`src/rtl/light_ctrl_pkg.sv`:
```
// Constants, register map and state types for the constant light controller supervisor.
// Assumes a classic Wishbone host and same-clock event strobes from the bus front end.
package light_ctrl_pkg;

  // ==========================================================================
  // Register map, byte addresses of aligned 32-bit words
  // ==========================================================================
  localparam logic [3:0] ADDR_CTRL   = 4'h0;
  localparam logic [3:0] ADDR_CMD    = 4'h4;
  localparam logic [3:0] ADDR_STATUS = 4'h8;
  localparam logic [3:0] ADDR_EVENTS = 4'hC;
  localparam int         ADDR_W      = 4;

  // ==========================================================================
  // Field positions
  // ==========================================================================
  localparam int CTRL_PASSIVE_BIT  = 0;
  localparam int CTRL_RET_LSB      = 1;
  localparam int CTRL_DL_BIT       = 3;
  localparam int CTRL_COUPLED_BIT  = 4;
  localparam int CTRL_W            = 5;
  localparam int CMD_DISABLE_BIT   = 0;
  localparam int CMD_ENABLE_BIT    = 1;
  localparam int STAT_KNOWN_OFS    = 0;
  localparam int STAT_PEND_OFS     = 1;
  localparam int STAT_STATE_OFS    = 2;
  localparam int EVT_RETURN_BIT    = 0;
  localparam int EVT_DOWNLOAD_BIT  = 1;
  localparam int EVT_STARTDIS_BIT  = 2;
  localparam int EVT_W             = 3;

  localparam logic [CTRL_W-1:0] CTRL_RESET = 5'h00;

  // ==========================================================================
  // Restart settings and disabling states
  // ==========================================================================
  typedef enum logic [1:0] {
    RET_NONE    = 2'b00,
    RET_DISABLE = 2'b01,
    RET_RESTORE = 2'b10
  } return_policy_t;

  typedef enum logic [1:0] {
    ST_NORMAL    = 2'b00,
    ST_START_DIS = 2'b01,
    ST_DISABLED  = 2'b10
  } dis_state_t;

endpackage

```
`src/rtl/brightness_tracker.sv`:
```
// Keeps the actuator's present brightness and polls it in passive feedback mode.
// Assumes feedback strobes come from same-clock bus front-end logic.
`timescale 1ns/1ps
`default_nettype none
module brightness_tracker
  import light_ctrl_pkg::*;
#(
  parameter int BRIGHT_W = 8
) (
  input  wire logic                clk,
  input  wire logic                rst_n,
  input  wire logic                passive,
  input  wire logic                refresh,
  input  wire logic                fb_valid,
  input  wire logic [BRIGHT_W-1:0] fb_value,
  output logic [BRIGHT_W-1:0]      bright_q,
  output logic                     known_q,
  output logic                     pend_q,
  output logic                     read_req_q
);

  logic [BRIGHT_W-1:0] bright_d;
  logic                known_d;
  logic                pend_d;
  logic                read_req_d;

  always_comb begin
    bright_d   = bright_q;
    known_d    = known_q;
    pend_d     = pend_q;
    read_req_d = 1'b0;
    if (refresh && passive) begin
      // The old value may be stale after a restart, so control waits for the answer.
      known_d    = 1'b0;
      pend_d     = 1'b1;
      read_req_d = 1'b1;
    end
    // An answer in the same cycle as a new refresh still counts for the new poll.
    if (fb_valid) begin
      bright_d = fb_value;
      known_d  = 1'b1;
      pend_d   = 1'b0;
    end
  end

  always_ff @(posedge clk or negedge rst_n) begin
    if (!rst_n) begin
      bright_q   <= '0;
      known_q    <= 1'b0;
      pend_q     <= 1'b0;
      read_req_q <= 1'b0;
    end else begin
      bright_q   <= bright_d;
      known_q    <= known_d;
      pend_q     <= pend_d;
      read_req_q <= read_req_d;
    end
  end

endmodule
`default_nettype wire

```
`src/rtl/constant_light_controller.sv`:
```
// Supervisor of the constant light controller: disabling state, restart handling,
// brightness feedback and a classic Wishbone register slave.
// Assumes restart and feedback strobes are one-cycle pulses on clk from the bus front end.
//
// Local design decisions: the register addresses and the Wishbone slave port.
`timescale 1ns/1ps
`default_nettype none
module constant_light_controller
  import light_ctrl_pkg::*;
#(
  parameter int BRIGHT_W = 8
) (
  input  wire logic                clk,
  input  wire logic                rst_n,
  input  wire logic                wb_cyc_i,
  input  wire logic                wb_stb_i,
  input  wire logic                wb_we_i,
  input  wire logic [31:0]         wb_adr_i,
  input  wire logic [3:0]          wb_sel_i,
  input  wire logic [31:0]         wb_dat_i,
  output logic [31:0]              wb_dat_o,
  output logic                     wb_ack_o,
  input  wire logic                bus_return_evt,
  input  wire logic                download_evt,
  input  wire logic                manual_evt,
  input  wire logic [1:0]          fb1_return_policy,
  input  wire logic                fb1_download_disable,
  input  wire logic                fb_valid,
  input  wire logic [BRIGHT_W-1:0] fb_value,
  output logic                     read_req,
  output logic                     start_disable,
  output logic                     disabled,
  output logic                     control_enable,
  output logic [BRIGHT_W-1:0]      brightness
);

  // ==========================================================================
  // Elaboration checks
  // ==========================================================================
  // Field widths follow the package types, so the packing stays in step with them.
  localparam int RET_W           = $bits(return_policy_t);
  localparam int STATE_W         = $bits(dis_state_t);
  // Status packs brightness above the flag bits, so it must fit the data word.
  localparam int STAT_BRIGHT_OFS = STAT_STATE_OFS + STATE_W;

  if (BRIGHT_W < 1 || BRIGHT_W > 32 - STAT_BRIGHT_OFS) begin : g_bad_width
    $error("BRIGHT_W out of range");
  end

  // ==========================================================================
  // Address decode
  // ==========================================================================
  // Slot numbers of the four registers; unmapped addresses are caught by mapped().
  localparam logic [1:0] IDX_CTRL   = 2'h0;
  localparam logic [1:0] IDX_CMD    = 2'h1;
  localparam logic [1:0] IDX_STATUS = 2'h2;
  localparam logic [1:0] IDX_EVENTS = 2'h3;

  function automatic logic [1:0] decode(input logic [31:0] adr);
    logic [1:0] idx;
    idx = IDX_CTRL;
    if (adr[31:ADDR_W] != '0) begin
      idx = IDX_CTRL;
    end else if (adr[ADDR_W-1:0] == ADDR_CTRL) begin
      idx = IDX_CTRL;
    end else if (adr[ADDR_W-1:0] == ADDR_CMD) begin
      idx = IDX_CMD;
    end else if (adr[ADDR_W-1:0] == ADDR_STATUS) begin
      idx = IDX_STATUS;
    end else begin
      idx = IDX_EVENTS;
    end
    return idx;
  endfunction

  function automatic logic mapped(input logic [31:0] adr);
    return (adr[31:ADDR_W] == '0) &&
           ((adr[ADDR_W-1:0] == ADDR_CTRL) || (adr[ADDR_W-1:0] == ADDR_CMD) ||
            (adr[ADDR_W-1:0] == ADDR_STATUS) || (adr[ADDR_W-1:0] == ADDR_EVENTS));
  endfunction

  // ==========================================================================
  // Wishbone handshake
  // ==========================================================================
  logic        ack_q;
  logic        ack_d;
  logic [31:0] rdata_q;
  logic [31:0] rdata_d;
  logic        req;
  logic        wr_take;
  logic [1:0]  sel_idx;
  logic        hit;

  assign req      = wb_cyc_i & wb_stb_i;
  assign sel_idx  = decode(wb_adr_i);
  assign hit      = mapped(wb_adr_i);
  // The write lands on the edge at which the master sees ack high.
  assign wr_take  = req & wb_we_i & ack_q & hit & wb_sel_i[0];
  assign wb_ack_o = ack_q;
  assign wb_dat_o = rdata_q;

  // ==========================================================================
  // Configuration register
  // ==========================================================================
  logic [CTRL_W-1:0] ctrl_q;
  logic [CTRL_W-1:0] ctrl_d;
  logic              passive;
  logic [1:0]        own_ret;
  logic              own_dl;
  logic              coupled;

  assign passive = ctrl_q[CTRL_PASSIVE_BIT];
  assign own_ret = ctrl_q[CTRL_RET_LSB +: RET_W];
  assign own_dl  = ctrl_q[CTRL_DL_BIT];
  assign coupled = ctrl_q[CTRL_COUPLED_BIT];

  always_comb begin
    ctrl_d = ctrl_q;
    if (wr_take && sel_idx == IDX_CTRL) begin
      ctrl_d = wb_dat_i[CTRL_W-1:0];
    end
  end

  always_ff @(posedge clk or negedge rst_n) begin
    if (!rst_n) begin
      ctrl_q <= CTRL_RESET;
    end else begin
      ctrl_q <= ctrl_d;
    end
  end

  // ==========================================================================
  // Restart decision
  // ==========================================================================
  logic restart_apply;
  logic restart_dis;
  logic was_disabled;

  restart_policy u_policy (
    .bus_return           (bus_return_evt),
    .download             (download_evt),
    .coupled              (coupled),
    .own_return_policy    (own_ret),
    .own_download_disable (own_dl),
    .fb1_return_policy    (fb1_return_policy),
    .fb1_download_disable (fb1_download_disable),
    .was_disabled         (was_disabled),
    .apply                (restart_apply),
    .go_disabled          (restart_dis)
  );

  // ==========================================================================
  // Disabling state machine
  // ==========================================================================
  // The state is not touched by restart events except through the policy, so it
  // carries the state held before the supply failed into the restore decision.
  dis_state_t state_q;
  dis_state_t state_d;
  logic       sw_disable;
  logic       sw_enable;

  // With both command bits set, the present state picks which one acts.
  assign sw_disable   = wr_take && sel_idx == IDX_CMD && wb_dat_i[CMD_DISABLE_BIT];
  assign sw_enable    = wr_take && sel_idx == IDX_CMD && wb_dat_i[CMD_ENABLE_BIT];
  assign was_disabled = state_q != ST_NORMAL;

  always_comb begin
    state_d = state_q;
    case (state_q)
      ST_NORMAL: begin
        if (sw_disable) begin
          state_d = ST_START_DIS;
        end
      end
      ST_START_DIS: begin
        state_d = ST_DISABLED;
      end
      ST_DISABLED: begin
        if (sw_enable) begin
          state_d = ST_NORMAL;
        end
      end
      default: begin
        state_d = ST_NORMAL;
      end
    endcase
    // A restart overrides any software command in the same cycle.
    if (restart_apply) begin
      if (restart_dis) begin
        state_d = ST_START_DIS;
      end else begin
        state_d = ST_NORMAL;
      end
    end
  end

  always_ff @(posedge clk or negedge rst_n) begin
    if (!rst_n) begin
      state_q <= ST_NORMAL;
    end else begin
      state_q <= state_d;
    end
  end

  assign start_disable = state_q == ST_START_DIS;
  assign disabled      = state_q != ST_NORMAL;

  // ==========================================================================
  // Brightness feedback
  // ==========================================================================
  logic known;
  logic pend;
  logic refresh;

  assign refresh = bus_return_evt | download_evt | manual_evt;

  brightness_tracker #(
    .BRIGHT_W (BRIGHT_W)
  ) u_track (
    .clk        (clk),
    .rst_n      (rst_n),
    .passive    (passive),
    .refresh    (refresh),
    .fb_valid   (fb_valid),
    .fb_value   (fb_value),
    .bright_q   (brightness),
    .known_q    (known),
    .pend_q     (pend),
    .read_req_q (read_req)
  );

  // Control may only compute outputs once the actuator brightness is held.
  assign control_enable = (state_q == ST_NORMAL) && known;

  // ==========================================================================
  // Sticky event flags, write one to clear, set wins
  // ==========================================================================
  logic [EVT_W-1:0] evt_q;
  logic [EVT_W-1:0] evt_d;
  logic [EVT_W-1:0] evt_set;
  logic [EVT_W-1:0] evt_clr;

  always_comb begin
    evt_set                   = '0;
    evt_set[EVT_RETURN_BIT]   = bus_return_evt;
    evt_set[EVT_DOWNLOAD_BIT] = download_evt;
    evt_set[EVT_STARTDIS_BIT] = state_q == ST_START_DIS;
    evt_clr                   = '0;
    if (wr_take && sel_idx == IDX_EVENTS) begin
      evt_clr = wb_dat_i[EVT_W-1:0];
    end
    evt_d = (evt_q & ~evt_clr) | evt_set;
  end

  always_ff @(posedge clk or negedge rst_n) begin
    if (!rst_n) begin
      evt_q <= '0;
    end else begin
      evt_q <= evt_d;
    end
  end

  // ==========================================================================
  // Read data and acknowledge
  // ==========================================================================
  logic [31:0] status_word;

  always_comb begin
    status_word                                 = '0;
    status_word[STAT_KNOWN_OFS]                 = known;
    status_word[STAT_PEND_OFS]                  = pend;
    status_word[STAT_STATE_OFS +: STATE_W]      = state_q;
    status_word[STAT_BRIGHT_OFS +: BRIGHT_W]    = brightness;
  end

  always_comb begin
    // One wait state: ack follows the first cycle in which the request is seen.
    ack_d   = req & ~ack_q;
    rdata_d = rdata_q;
    if (ack_d) begin
      rdata_d = '0;
      if (!hit || wb_we_i) begin
        rdata_d = '0;
      end else if (sel_idx == IDX_CTRL) begin
        rdata_d[CTRL_W-1:0] = ctrl_q;
      end else if (sel_idx == IDX_STATUS) begin
        rdata_d = status_word;
      end else if (sel_idx == IDX_EVENTS) begin
        rdata_d[EVT_W-1:0] = evt_q;
      end
    end
  end

  always_ff @(posedge clk or negedge rst_n) begin
    if (!rst_n) begin
      ack_q   <= 1'b0;
      rdata_q <= '0;
    end else begin
      ack_q   <= ack_d;
      rdata_q <= rdata_d;
    end
  end

endmodule
`default_nettype wire

```
`src/rtl/restart_policy.sv`:
```
// Combinational decision of the disabling state after a restart event.
// Assumes at most one of the two event strobes per cycle wins; bus return has priority.
`timescale 1ns/1ps
`default_nettype none
module restart_policy
  import light_ctrl_pkg::*;
(
  input  wire logic       bus_return,
  input  wire logic       download,
  input  wire logic       coupled,
  input  wire logic [1:0] own_return_policy,
  input  wire logic       own_download_disable,
  input  wire logic [1:0] fb1_return_policy,
  input  wire logic       fb1_download_disable,
  input  wire logic       was_disabled,
  output logic            apply,
  output logic            go_disabled
);

  logic [1:0] ret_pol;
  logic       dl_dis;

  always_comb begin
    // A reserved return code behaves as no reaction.
    ret_pol     = coupled ? fb1_return_policy : own_return_policy;
    dl_dis      = coupled ? fb1_download_disable : own_download_disable;
    apply       = bus_return | download;
    go_disabled = 1'b0;
    if (bus_return) begin
      if (ret_pol == RET_DISABLE) begin
        go_disabled = 1'b1;
      end else if (ret_pol == RET_RESTORE) begin
        go_disabled = was_disabled;
      end else begin
        go_disabled = 1'b0;
      end
    end else if (download) begin
      go_disabled = dl_dis;
    end
  end

endmodule
`default_nettype wire

```
`config.mk`:
```
export PLATFORM = sky130hd
export DESIGN_NAME = constant_light_controller
export DESIGN_NICKNAME = d
export VERILOG_FILES = /design/src/rtl/light_ctrl_pkg.sv /design/src/rtl/brightness_tracker.sv /design/src/rtl/constant_light_controller.sv /design/src/rtl/restart_policy.sv
export SDC_FILE = /design/constraint.sdc
export NUM_CORES = 1
export LEC_CHECK = 0
export BUFFER_PORTS_ARGS = -buffer_cell sky130_fd_sc_hd__clkbuf_2
export CAP_MARGIN = 10
export CORE_ASPECT_RATIO = 1.2
export CORE_MARGIN = 5
export CORE_UTILIZATION = 35
export DETAILED_ROUTE_END_ITERATION = 12
export PLACE_DENSITY = 0.74
export SLEW_MARGIN = 20
export SYNTH_ARGS = -nofsm -noshare
export SYNTH_HDL_FRONTEND = slang
export SYNTH_SLANG_ARGS = --single-unit
```
`constraint.sdc`:
```
create_clock -name clk -period 2.85 [get_ports clk]
set_input_delay 0 -clock clk [delete_from_list [all_inputs] [get_ports clk]]
set_output_delay 0 -clock clk [all_outputs]
set_load 0.02 [all_outputs]
```
=== Word-level counts from Yosys, hierarchy flattened ===
Cells that the tools add are included.

* Register bits after elaboration: 54

* Equal/unequal tests: 12
* Muxes and demuxes: 27
* Bitwise gates (word level): 12
* Reduce and logical (&&, ||, !) cells: 21

{| class="wikitable"
|+ Operators by type and width
! kind !! number
|-
| $mux W32 || 1
|-
| $logic_not A28 Y1 || 1
|-
| $reduce_bool A28 Y1 || 1
|-
| $mux W27 || 1
|-
| $mux W2 || 7
|-
| $mux W1 || 12
|-
| $mux W3 || 3
|-
| $mux W9 || 1
|-
| $eq A2 B2 Y1 const B || 4
|-
| $eq A4 B4 Y1 const B || 2
|-
| $logic_and A1 B1 Y1 || 8
|-
| $and A1 B1 Y1 || 6
|-
| $eq A2 B1 Y1 const B || 3
|-
| $ne A3 B3 Y1 const B || 2
|-
| $pmux W2 S3 || 1
|-
| $mux W5 || 1
|-
| $eq A4 B3 Y1 const B || 1
|-
| $logic_not A2 Y1 || 2
|-
| $logic_not A4 Y1 || 1
|-
| $logic_or A1 B1 Y1 || 4
|-
| $reduce_bool A2 Y1 || 2
|-
| $and A3 B3 Y3 || 1
|-
| $not A3 Y3 || 1
|-
| $or A3 B3 Y3 || 1
|-
| 4 further kinds || 5
|}

=== Longest topological paths before layout ===
Gate-level depths: netlist of the first run.

* Word-level depth: 12
* Gate-level depth with buffers: 5
* Gate-level depth less buffers: 4

=== Cells and area by module ===
Synthesis of the first run repeated with hierarchy kept, for this count alone.

* Cells, all modules: 158
* Area total of the unflattened synthesis: 1940.6 µm²

{| class="wikitable"
|+ Modules (own cells, without submodules)
! module !! times used !! cells each !! area an instance (µm²) !! seq. area each (µm²)
|-
| constant_light_controller || 1 || 123 || 1437.6 || 575.6
|-
| brightness_tracker || 1 || 25 || 431.7 || 275.3
|-
| restart_policy || 1 || 10 || 71.3 || 0.0
|}

=== Worst setup path after synthesis of the first run ===
OpenSTA, ideal clock, no wires.

* Kind: register -> register
* Start: reg ack_q (netlist: wb_ack_o)
* End: reg ctrl_q[0]
* Arrival time: 1509 ps
* Required time: 2725 ps
* Setup slack: 1216 ps
* Cell stages (with the launch flop): 5
* Clock period less this slack: 1634 ps
* Path through: dfrtp_1 -> and3_1 -> nand3_1 -> nor4b_4 -> mux2_2

* Longest elaborated chain between the ends: 4

{| class="wikitable"
|+ RTL lines
! element !! line !! RTL
|-
| start, declared || constant_light_controller.sv:85 || <nowiki>logic ack_q;</nowiki>
|-
| start signal, assigned || constant_light_controller.sv:299 || <nowiki>ack_q <= ack_d;</nowiki>
|-
| $and A1 B1 Y1 (3 in series) || constant_light_controller.sv:98 || <nowiki>assign wr_take = req & wb_we_i & ack_q & hit & wb_sel_i[0];</nowiki>
|-
| $logic_and A1 B1 Y1 || constant_light_controller.sv:119 || <nowiki>if (wr_take && sel_idx == IDX_CTRL) begin</nowiki>
|-
| end signal, assigned || constant_light_controller.sv:128 || <nowiki>ctrl_q <= ctrl_d;</nowiki>
|-
| end, declared || constant_light_controller.sv:105 || <nowiki>logic [CTRL_W-1:0] ctrl_q;</nowiki>
|}

No other way between the ends.
A chain may end at the register's enable or synchronous reset.

=== Worst setup path after layout of the first run ===
* Start: reg ack_q (netlist: wb_ack_o)
* End: reg rdata_q[11] (netlist: wb_dat_o[11])

* Longest elaborated chain between the ends: 2

{| class="wikitable"
|+ RTL lines
! element !! line !! RTL
|-
| $not A1 Y1 || constant_light_controller.sv:278 || <nowiki>ack_d = req & ~ack_q;</nowiki>
|-
| $and A1 B1 Y1 || constant_light_controller.sv:278 ||
|-
| end signal, assigned || constant_light_controller.sv:300 || <nowiki>rdata_q <= rdata_d;</nowiki>
|-
| end, declared || constant_light_controller.sv:87 || <nowiki>logic [31:0] rdata_q;</nowiki>
|}

No other way between the ends.

==> metrics.md, run 1 <==
| Metric | Value |
|---|---|
| Startpoint Class | `flop` |
| Clk sink count | `34` |
| Critical path's top delay family | `simple AND/OR/NAND/NOR gates` |
| Number of global-route vias before repair | `1559` |
| Tightest Pin Transition | `~860 ps` |
| Critical Path AT | `1980 ps` |
| Mean Syn Cell Area | `11.2 um^2` |
| Placed cell area | `approximately 2200 um^2` |
| Share of layout cells above drive strength 1 | `a little over two fifths` |
| Fillers | `466` |
| Sum Neg Setup Slack | `0 ps` |
| # DRC | `0` |
| Cell taking the most area after synthesis | `dfrtp_1` |
| CP peak stage delay | `480 ps` |
| Seq/Total Area, Yosys | `47.7%` |
| Num rows | `28` |
| Die area | `6630 um^2` |
| Most frequent cell after synthesis | `dfrtp_1` |
| Outcome | `complete, no violations` |
| Post-synth EDFFs | `0` |
| Clk slew on worst S/H paths | `about 70 ps` |
| Power Density | `463 nW/um^2` |
| Vias per inst | `slightly above 5` |
| Worst-Skew Late Latency | `roughly 280 ps` |
| TritonCTS clock tree | `built` |
| I/O pin total | `133` |
| Post-DP HPWL | `3600 um` |
| H-tree depth | `2` |
| Num CTS Buffers | `5` |
| Synth top area cells | `dfrtp_1 48%, buf_4 8.8%, mux2_2 8.2%, a32o_1 5.6%, nor4_1 3.2%` |
| Die H | `88.2 um` |
| Number of port buffers | `82` |
| Synth Warn # | `0` |
| First drt pass iteration count | `4` |
| Final Wtd Congestion | `0.814` |
| Final hold slack | `roughly 11 ps` |
| Global route overflow | `0` |
| Core Region | `4940 um^2` |
| Most instantiated cells after synthesis | `34 x dfrtp_1, 21 x buf_4, 13 x mux2_2, 10 x a32o_1, 9 x nor4_1` |
| Hold Path Class | `input pin to flop` |
| Final Slew Violations | `0` |
| Vias | `1598` |
| Post-synthesis async set-or-reset flop share | `100%` |
| IR Drop Worst-Case VDD | `345 uV` |
| Area grow syn2layout | `36.5%` |
| Largest net degree at the start of global routing | `35` |
| Nets | `345` |
| Minimum clock period | `approximately 1800 ps` |
| Ant diodes | `0` |
| CP Buf/Inv Count | `1` |
| Post-layout util | `between 40% and 50%` |
| Total GRT Usage | `13.6%` |
| Synth Instances | `roughly 160` |
| Max-slew headroom | `43.0%` |
| Setup CP Type | `flop to flop` |
| Design Area, Final | `around 2400 um^2` |
| Final Hold Viols | `0` |
| Root buf cell | `clkbuf_8` |
| Post-cts resize count | `0` |
| Area of the multi-input gates | `813 um^2` |
| Synth top area share | `47.7%` |
| Register bit total from synthesis | `34` |
| Placed cell count | `295` |
| Sequential Area | `between 800 and 900 um^2` |
| Critical path fanouts, max | `14` |
| CP max-delay cell | `nand3b_1` |
| Setup Viol. Count Final | `0` |
| Die extent in x | `around 75 um` |
| Tcrit/Tclk final | `62.0%` |
| Initial Util | `36.1%` |
| Total of max-cap violations | `0` |
| Starting DRT DRC Count | `45` |
| RSZ-0062 raised after global routing | `false` |
| Non-filler cells, final | `317` |
| Max Fclk | `566 MHz` |
| Worst path cell trace | `nand3b_1, nor4_2, buf_4, a32o_1` |
| Setup Skew | `7.29 ps` |
| Mean routed wirelength per cell | `14.9 um` |
| Clk buf depth | `2` |
| Initial antenna violation count | `0` |
| Global-route wire length before repair | `6840 um` |
| Yosys cell types | `36` |
| Post-Syn Area | `approximately 1800 um^2` |
| CP endpoint kind | `flop` |
| Routed Wire Length | `4730 um` |
| Most used DFF post-synth | `dfrtp_1` |
| Worst endpoint required time | `3060 ps` |
| Static leakage | `1.25 nW` |
| Antenna viol nets, final | `0` |
## metal layers
metal	part of all wire (%)	global-route usage, %
met3	9.5	3.07
met4	0.80	3.97
met5	0	0
met2	51	25.2
met1	38	15.3
## placed cells by master, fill, tap and decap left out, drive strengths merged
cell / netlist / final
o31a: 1 / 1
conb: 1 / 20
nor3: 2 / 2
nand3: 4 / 4
dfrtp: 34 / 34
nor2b: 4 / 4
o21ai: 6 / 6
clkbuf: 5 / 88
a21o: 2 / 2
nand4: 2 / 2
inv: 4 / 4
bufinv: 0 / 1
buf: 21 / 1
a32o: 10 / 10
mux2: 13 / 13
a22o: 2 / 2
or2: 1 / 1
nand2: 1 / 1
and3: 1 / 1
o22a: 3 / 3
o21ba: 1 / 1
o211ai: 1 / 1
dlygate4sd3: 0 / 15
a31oi: 2 / 2
or3b: 1 / 1
nor2: 8 / 8
o41a: 1 / 1
nand2b: 6 / 6
a211o: 1 / 1
nand3b: 1 / 1
mux2i: 4 / 4
o21bai: 1 / 1
nor4: 10 / 10
or4: 2 / 2
a211oi: 2 / 2
nor4b: 1 / 1
## path summary, 6_finish.rpt
kind / start / end / slack, ps / depth (start not counted)
max: wb_ack_o / wb_dat_o[11] / 1080 / 4
min: download_evt / evt_q[1] / 10 / 2
max reg2reg: wb_ack_o / wb_dat_o[11] / 1080 / 4
min reg2reg: evt_q[0] / evt_q[0] / 480 / 1
max in group asynchronous: rst_n / u_track.bright_q[6] / 1950 / 2
min in group asynchronous: rst_n / ctrl_q[4] / 360 / 2
## what timing repair did
action / 4_1_cts / 5_1_grt
hold buffers: 14 / 1
endpoints found under the hold margin: 47 / 1
setup buffers: 0 / 0
## cells by family (layout without fill, tap and decap cells)
logic type	Yosys count	count (layout)	share of synthesized area (%)
simple gates	44	44	15.8
flops	34	34	47.7
compound gates	33	33	15.1
buf+inv	30	109	10.7
mux	17	17	10.4
other cells	1	20	0.210
## layout make-up
cell class                      count  area share (%)
Tap cell                           60            3.08
Clock inverter                      1            1.23
Sequential cell                    34            34.9
Clock buffer                        6            3.39
Inverter                            4           0.617
Timing Repair Buffer               98            23.3
Multi-Input combinational cell    114            33.4
## power by group
part           switching [mW]  total (mW)  leakage, nW  internal [mW]
Sequential             0.0116       0.508        0.434          0.496
Combinational           0.104       0.180        0.755         0.0752
Clock                   0.160       0.440       0.0573          0.280
Total                   0.276        1.13         1.25          0.851
## through the flow
step | worst slack, ps | power [mW]
5_1_grt | 941 | 1.18
3_3_place_gp | 1030 | 0.678
6_report | 1080 | 1.13
4_1_cts | 1050 | 1.14
3_5_place_dp | 997 | 0.682
2_1_floorplan | 1220 | 0.623
## worst register-to-register path: stages, from the launching register on
cell and delay [ps]:
dfrtp_1 390, nand3b_1 480, nor4_2 400, buf_4 250
a32o_1 180
## flip-flops by register name, indices dropped and copies added (netlist names)
name and cells:
ctrl_q 5, wb_ack_o 1, u_track.read_req_q 1, u_track.pend_q 1, wb_dat_o 12, u_track.known_q 1, u_track.bright_q 8, evt_q 3
state_q 2
Note: power is estimated with default switching activity, not from simulation.
==> run 2: changes to the inputs <==
- PLACE_DENSITY: 0.74 -> 0.77
- clock period: 2.85 -> 1.5 ns (I/O delays scaled with it)
==> metrics.md, run 2 (synthesis results as in run 1) <==
| Metric | Value |
|---|---|
| Vias | `1660 (was 1598)` |
| H-tree depth | `2 (unchanged)` |
| Clk slew on worst S/H paths | `70 ps (about the same)` |
| Num CTS Buffers | `5 (unchanged)` |
| CP Launch Point | `wb_ack_o (unchanged)` |
| Failing checks | `setup timing` |
| Sequential Area | `852 um^2 (was 851 um^2)` |
| Overall power | `2.02 mW (was 1.13 mW)` |
| Core Region | `4940 um^2 (unchanged)` |
| RSZ-0062 raised after global routing | `true (was false)` |
| Largest net degree at the start of global routing | `35 (unchanged)` |
| Outcome | `finished with violations (was complete, no violations)` |
| Final Hold Viols | `0 (unchanged)` |
| Placed cell area | `2270 um^2 (was 2170 um^2)` |
| Hold Path Class | `input pin to flop (unchanged)` |
| Startpoint Class | `flop (unchanged)` |
| Total GRT Usage | `15.1% (was 13.6%)` |
| I/O pin total | `133 (unchanged)` |
| Initial antenna violation count | `0 (unchanged)` |
| Final hold slack | `23.6 ps (was 11.0 ps)` |
| Worst-Skew Late Latency | `280 ps (about the same)` |
| Worst path cell trace | `and3_4, nand3_4, nor4b_4, buf_6, mux2_4 (was nand3b_1, nor4_2, buf_4, a32o_1)` |
| Die area | `6630 um^2 (unchanged)` |
| Post-layout util | `52.1% (was 49.3%)` |
| Power Density | `786 nW/um^2 (was 463 nW/um^2)` |
| Minimum clock period | `1510 ps (was 1770 ps)` |
| # DRC | `0 (unchanged)` |
| First drt pass iteration count | `4 (unchanged)` |
| Ant diodes | `0 (unchanged)` |
| Routed Wire Length | `4940 um (was 4730 um)` |
| Clk sink count | `34 (unchanged)` |
| Final Wtd Congestion | `0.759 (was 0.814)` |
| CP endpoint kind | `flop (unchanged)` |
| Psw | `551 uW (was 276 uW)` |
| Tcrit/Tclk final | `101% (was 62.0%)` |
| Design Area, Final | `2570 um^2 (was 2430 um^2)` |
| Switch share | `27.2% (was 24.5%)` |
| Sequential Power Share | `47.6% (was 45.1%)` |
| Final worst slack | `-7.58 ps (was 1080 ps)` |
| Die extent in x | `75.2 um (unchanged)` |
| Starting DRT DRC Count | `28 (was 45)` |
| Setup Viol. Count Final | `5 (was 0)` |
| Die H | `88.2 um (unchanged)` |
| Worst endpoint required time | `1670 ps (was 3060 ps)` |
| Clk buf depth | `2 (unchanged)` |
| CP peak stage delay | `370 ps (was 480 ps)` |
| Fillers | `461 (was 466)` |
| Max reg flops | `12 (unchanged)` |
| Leading cell type in the layout, fill and taps excluded | `clkbuf_2 (unchanged)` |
| Non-filler cells, final | `332 (was 317)` |
| Clock share of power | `34.2% (was 39.0%)` |
| R2r startpoint | `wb_ack_o (unchanged)` |
| Area of the multi-input gates | `858 um^2 (was 813 um^2)` |
| Number of port buffers | `82 (unchanged)` |
| Nets | `359 (was 345)` |
| Vias per inst | `5.00 (was 5.04)` |
| Setup Skew | `1.65 ps (was 7.29 ps)` |
| Mean routed wirelength per cell | `14.9 um (about the same)` |
| Number of global-route vias before repair | `1688 (was 1559)` |
| Global-route wire length before repair | `7590 um (was 6840 um)` |
| Root buf cell | `clkbuf_8 (unchanged)` |
| Critical path's top delay family | `simple AND/OR/NAND/NOR gates (unchanged)` |
| IR Drop Worst-Case VDD | `734 uV (was 345 uV)` |
| CP max-delay cell | `dfrtp_2 (was nand3b_1)` |
| Placed cell count | `307 (was 295)` |
| CP Buf/Inv Count | `1 (unchanged)` |
| Share of layout cells above drive strength 1 | `46.7% (was 42.4%)` |
| Final Slew Violations | `0 (unchanged)` |
| Antenna viol nets, final | `0 (unchanged)` |
| Pint | `1.47 mW (was 851 uW)` |
| TritonCTS clock tree | `built (unchanged)` |
| Commonest cells after routing, fill and taps aside | `82 x clkbuf_2, 33 x dfrtp_1, 20 x conb_1 (was 82 x clkbuf_2, 34 x dfrtp_1, 20 x conb_1)` |
| Worst hold start | `manual_evt (was download_evt)` |
| Global route overflow | `0 (unchanged)` |
| Setup CP Type | `flop to flop (unchanged)` |
| Area grow syn2layout | `44.3% (was 36.5%)` |
| Static leakage | `1.31 nW (was 1.25 nW)` |
| Num rows | `28 (unchanged)` |
| Initial Util | `36.1% (unchanged)` |
| Total of max-cap violations | `0 (unchanged)` |
| Post-DP HPWL | `3740 um (was 3600 um)` |
| Max Fclk | `663 MHz (was 566 MHz)` |
| Critical Path AT | `1670 ps (was 1980 ps)` |
| Comb power frac | `18.2% (was 15.9%)` |
| Critical path fanouts, max | `5 (was 14)` |
## run 2: changes by cell type in the layout (fill, tap and decap cells not counted), sizes merged
cell         previous run  this run
dlygate4sd3            15        16
bufinv                  1         0
buf                     1        14
clkbuf                 88        89
clkinv                  0         1
## run 2: per-stage QoR
step / TNS, ps / setup WS (ps)
final: -14.3 / -7.58
after floorplan: -429 / -85.9
after global placement: -1830 / -145
after detailed placement: -1730 / -196
after global routing: -306 / -56.4
after CTS: 0 / 3.43
## run 2: power groups by stage
stage / clock network [mW] / registers (mW) / logic (mW)
after floorplan: 0 / 1.01 / 0.176
after global placement: 0 / 0.977 / 0.327
after detailed placement: 0 / 0.979 / 0.333
after CTS: 0.714 / 0.962 / 0.369
after global routing: 0.760 / 0.966 / 0.404
final: 0.692 / 0.962 / 0.369
## run 2: area by class of cell
| cell class | instances | area share, % |
|---|---|---|
| Tap cell | 60 | 2.92 |
| Multi-Input combinational cell | 114 | 33.3 |
| Clock buffer | 7 | 3.35 |
| Timing Repair Buffer | 112 | 26.5 |
| Inverter | 4 | 0.583 |
| Clock inverter | 1 | 0.194 |
| Sequential cell | 34 | 33.1 |
## run 2: worst paths after layout
check | to | depth (start not counted) | slack (ps)
worst min-delay path | u_track.read_req_q | 2 | 20
worst min register to register | wb_dat_o[8] | 1 | 490
min in group asynchronous | wb_dat_o[10] | 3 | 280
worst max register to register | ctrl_q[1] | 5 | -8
worst max-delay path | ctrl_q[1] | 5 | -8
max in group asynchronous | wb_ack_o | 3 | 880
## run 2: repair_timing
item,CTS,global route
hold buffers,16,0
endpoints found under the setup margin,6,8
hold endpoints to repair,49,0
pin swaps,3,5
setup buffers,1,0
resized for setup,3,8
cloned,0,0
## run 2: metal layers
| metal | routed length [um] | share of wire, % | up-vias | GRT usage (%) |
|---|---|---|---|---|
| met5 | 0 | 0 | - | 0 |
| met4 | 74 | 1.5 | 0 | 5.25 |
| met3 | 472 | 9.6 | 9 | 3.30 |
| met2 | 2570 | 52 | 81 | 26.9 |
| met1 | 1820 | 37 | 788 | 17.6 |
| li1 | - | - | 782 | - |
==> run 3: changes to the inputs <==
- CELL_PAD_IN_SITES_DETAIL_PLACEMENT: unset -> 0
- CELL_PAD_IN_SITES_GLOBAL_PLACEMENT: unset -> 2
- CORE_UTILIZATION: 35 -> 20
- PLACE_DENSITY: 0.77 -> 0.8
==> metrics.md, run 3 (synthesis results as in run 1) <==
| Metric | Value |
|---|---|
| Starting DRT DRC Count | `95 (was 28)` |
| Worst hold path endpoint | `u_track.read_req_q (unchanged)` |
| Antenna viol nets, final | `0 (unchanged)` |
| Slack of the worst reg-to-reg path | `-30 ps (was -8 ps)` |
| Total GRT Usage | `9.77% (was 15.1%)` |
| Final worst slack | `-29.7 ps (was -7.58 ps)` |
| WHS Path Cells | `2 (unchanged)` |
| Worst path cell trace | `and3_4, nand3_4, nor4b_4, buf_4, mux2_2 (was and3_4, nand3_4, nor4b_4, buf_6, mux2_4)` |
| Largest net degree at the start of global routing | `23 (was 35)` |
| Die H | `113 um (was 88.2 um)` |
| Post-DP HPWL | `4280 um (was 3740 um)` |
| H-tree depth | `2 (unchanged)` |
| CP peak stage delay | `370 ps (about the same)` |
| CP max-delay cell | `dfrtp_2 (unchanged)` |
| Critical Path AT | `1700 ps (was 1670 ps)` |
| Startpoint Class | `flop (unchanged)` |
| Final Hold Viols | `0 (unchanged)` |
| First drt pass iteration count | `4 (unchanged)` |
| Hold Path Class | `input pin to flop (unchanged)` |
| Failing checks | `setup timing (unchanged)` |
| R2r startpoint | `wb_ack_o (unchanged)` |
| Ant diodes | `0 (unchanged)` |
| Initial Util | `20.6% (was 36.1%)` |
| Nets | `361 (was 359)` |
| Post-layout util | `30.7% (was 52.1%)` |
| Final Slew Violations | `0 (unchanged)` |
| RSZ-0062 raised after global routing | `true (unchanged)` |
| Number of port buffers | `82 (unchanged)` |
| R2R depth | `5 (unchanged)` |
| R2R Path End | `ctrl_q[0] (was ctrl_q[1])` |
| Num rows | `37 (was 28)` |
| Max Fclk | `654 MHz (was 663 MHz)` |
| Global-route wire length before repair | `8180 um (was 7590 um)` |
| Initial antenna violation count | `0 (unchanged)` |
| Leading cell type in the layout, fill and taps excluded | `clkbuf_2 (unchanged)` |
| Setup CP Type | `flop to flop (unchanged)` |
| Max reg flops | `12 (unchanged)` |
| Sum Neg Setup Slack | `-111 ps (was -14.3 ps)` |
| Overall power | `2.16 mW (was 2.02 mW)` |
| I/O pin total | `133 (unchanged)` |
| Critical path fanouts, max | `5 (unchanged)` |
| Fillers | `906 (was 461)` |
| Setup Skew | `4.26 ps (was 1.65 ps)` |
| Area grow syn2layout | `48.9% (was 44.3%)` |
| Worst endpoint required time | `1670 ps (about the same)` |
| Num CTS Buffers | `5 (unchanged)` |
| Mean routed wirelength per cell | `13.6 um (was 14.9 um)` |
| Outcome | `finished with violations (unchanged)` |
| Global route overflow | `0 (unchanged)` |
| Clk sink count | `34 (unchanged)` |
| Minimum clock period | `1530 ps (was 1510 ps)` |
| Setup Viol. Count Final | `4 (was 5)` |
| Clk slew on worst S/H paths | `70 ps (about the same)` |
| IR Drop Worst-Case VDD | `523 uV (was 734 uV)` |
| Final Wtd Congestion | `0.774 (was 0.759)` |
| Commonest cells after routing, fill and taps aside | `82 x clkbuf_2, 33 x dfrtp_1, 20 x conb_1 (unchanged)` |
| Core Region | `8660 um^2 (was 4940 um^2)` |
| Routed Wire Length | `5320 um (was 4940 um)` |
| Static leakage | `1.32 nW (was 1.31 nW)` |
| Clk buf depth | `2 (unchanged)` |
| Tcrit/Tclk final | `102% (was 101%)` |
| Share of layout cells above drive strength 1 | `47.1% (was 46.7%)` |
| Worst hold start | `manual_evt (unchanged)` |
| Vias per inst | `4.22 (was 5.00)` |
| TritonCTS clock tree | `built (unchanged)` |
| Die extent in x | `96.2 um (was 75.2 um)` |
| Die area | `10900 um^2 (was 6630 um^2)` |
| Pre-CTS WS | `-154 ps (was -196 ps)` |
| CP endpoint kind | `flop (unchanged)` |
| Number of global-route vias before repair | `1690 (was 1688)` |
| Power Density | `814 nW/um^2 (was 786 nW/um^2)` |
| Total of max-cap violations | `0 (unchanged)` |
| Root buf cell | `clkbuf_8 (unchanged)` |
| # DRC | `0 (unchanged)` |
| Vias | `1650 (was 1660)` |
| Worst-Skew Late Latency | `280 ps (about the same)` |
==> run 3: changes by cell type in the layout (fill, tap and decap cells not counted), sizes merged <==
| cell | delta |
|---|---|
| clkbuf | -2 |
| bufinv | +1 |
| buf | +2 |
| clkinv | +1 |
==> run 3: cell type report <==
class | instances | area [um^2] | area share (%)
Clock buffer | 5 | 68.8 | 2.59
Clock inverter | 3 | 40.0 | 1.51
Inverter | 4 | 15.0 | 0.565
Multi-Input combinational cell | 114 | 840 | 31.6
Sequential cell | 34 | 852 | 32.1
Tap cell | 117 | 146 | 5.51
Timing Repair Buffer | 114 | 694 | 26.1
==> run 3: critical path, delay by kind of cell, from the launching register on <==
kind                   cells  cell delay [ps]
DFF                        1              370
muxes                      1              330
buffers and inverters      1              180
and+or+nand+nor            3              540
==> run 3: power breakdown <==
part | switching, mW | internal [mW] | total [mW] | leakage [nW]
Clock | 0.341 | 0.489 | 0.830 | 0.0579
Combinational | 0.211 | 0.160 | 0.372 | 0.831
Sequential | 0.0188 | 0.942 | 0.961 | 0.433
Total | 0.571 | 1.59 | 2.16 | 1.32
==> run 3: worst max path at each step <==
stage | slack, ps | cells after the start | start | to
finish | -30 | 5 | wb_ack_o | ctrl_q[0]
global route | -70 | 5 | wb_ack_o | ctrl_q[2]
CTS | -20 | 5 | wb_ack_o | ctrl_q[1]
detailed placement | -150 | 7 | wb_adr_i[26] | wb_dat_o[1]
global placement | -100 | 7 | wb_adr_i[9] | ctrl_q[3]
floorplan | -90 | 4 | wb_ack_o | ctrl_q[0]
==> run 3: stage by stage <==
stage               area [um^2]  cells  hold slack, ps
floorplan                  1860    178            -296
global placement           2350    366           -90.1
detailed placement         2350    366           -83.9
CTS                        2640    390            8.84
global route               2660    391            26.9
finish                     2660    391            18.9
==> run 3: routing by layer <==
layer / up-vias / part of all wire, % / GRT usage (%) / wire length (um)
li1: 785 / - / - / -
met1: 785 / 40 / 11.1 / 2130
met2: 76 / 49 / 17.0 / 2610
met3: 4 / 10 / 3.17 / 534
met4: 0 / 0.90 / 3.32 / 48
met5: - / 0 / 0 / 0
==> run 3: repair_timing <==
action,4_1_cts,5_1_grt
resized for setup,3,2
pin swaps,4,1
setup buffers,1,0
endpoints found under the setup margin,7,12
endpoints found under the hold margin,26,1
hold buffers,15,1
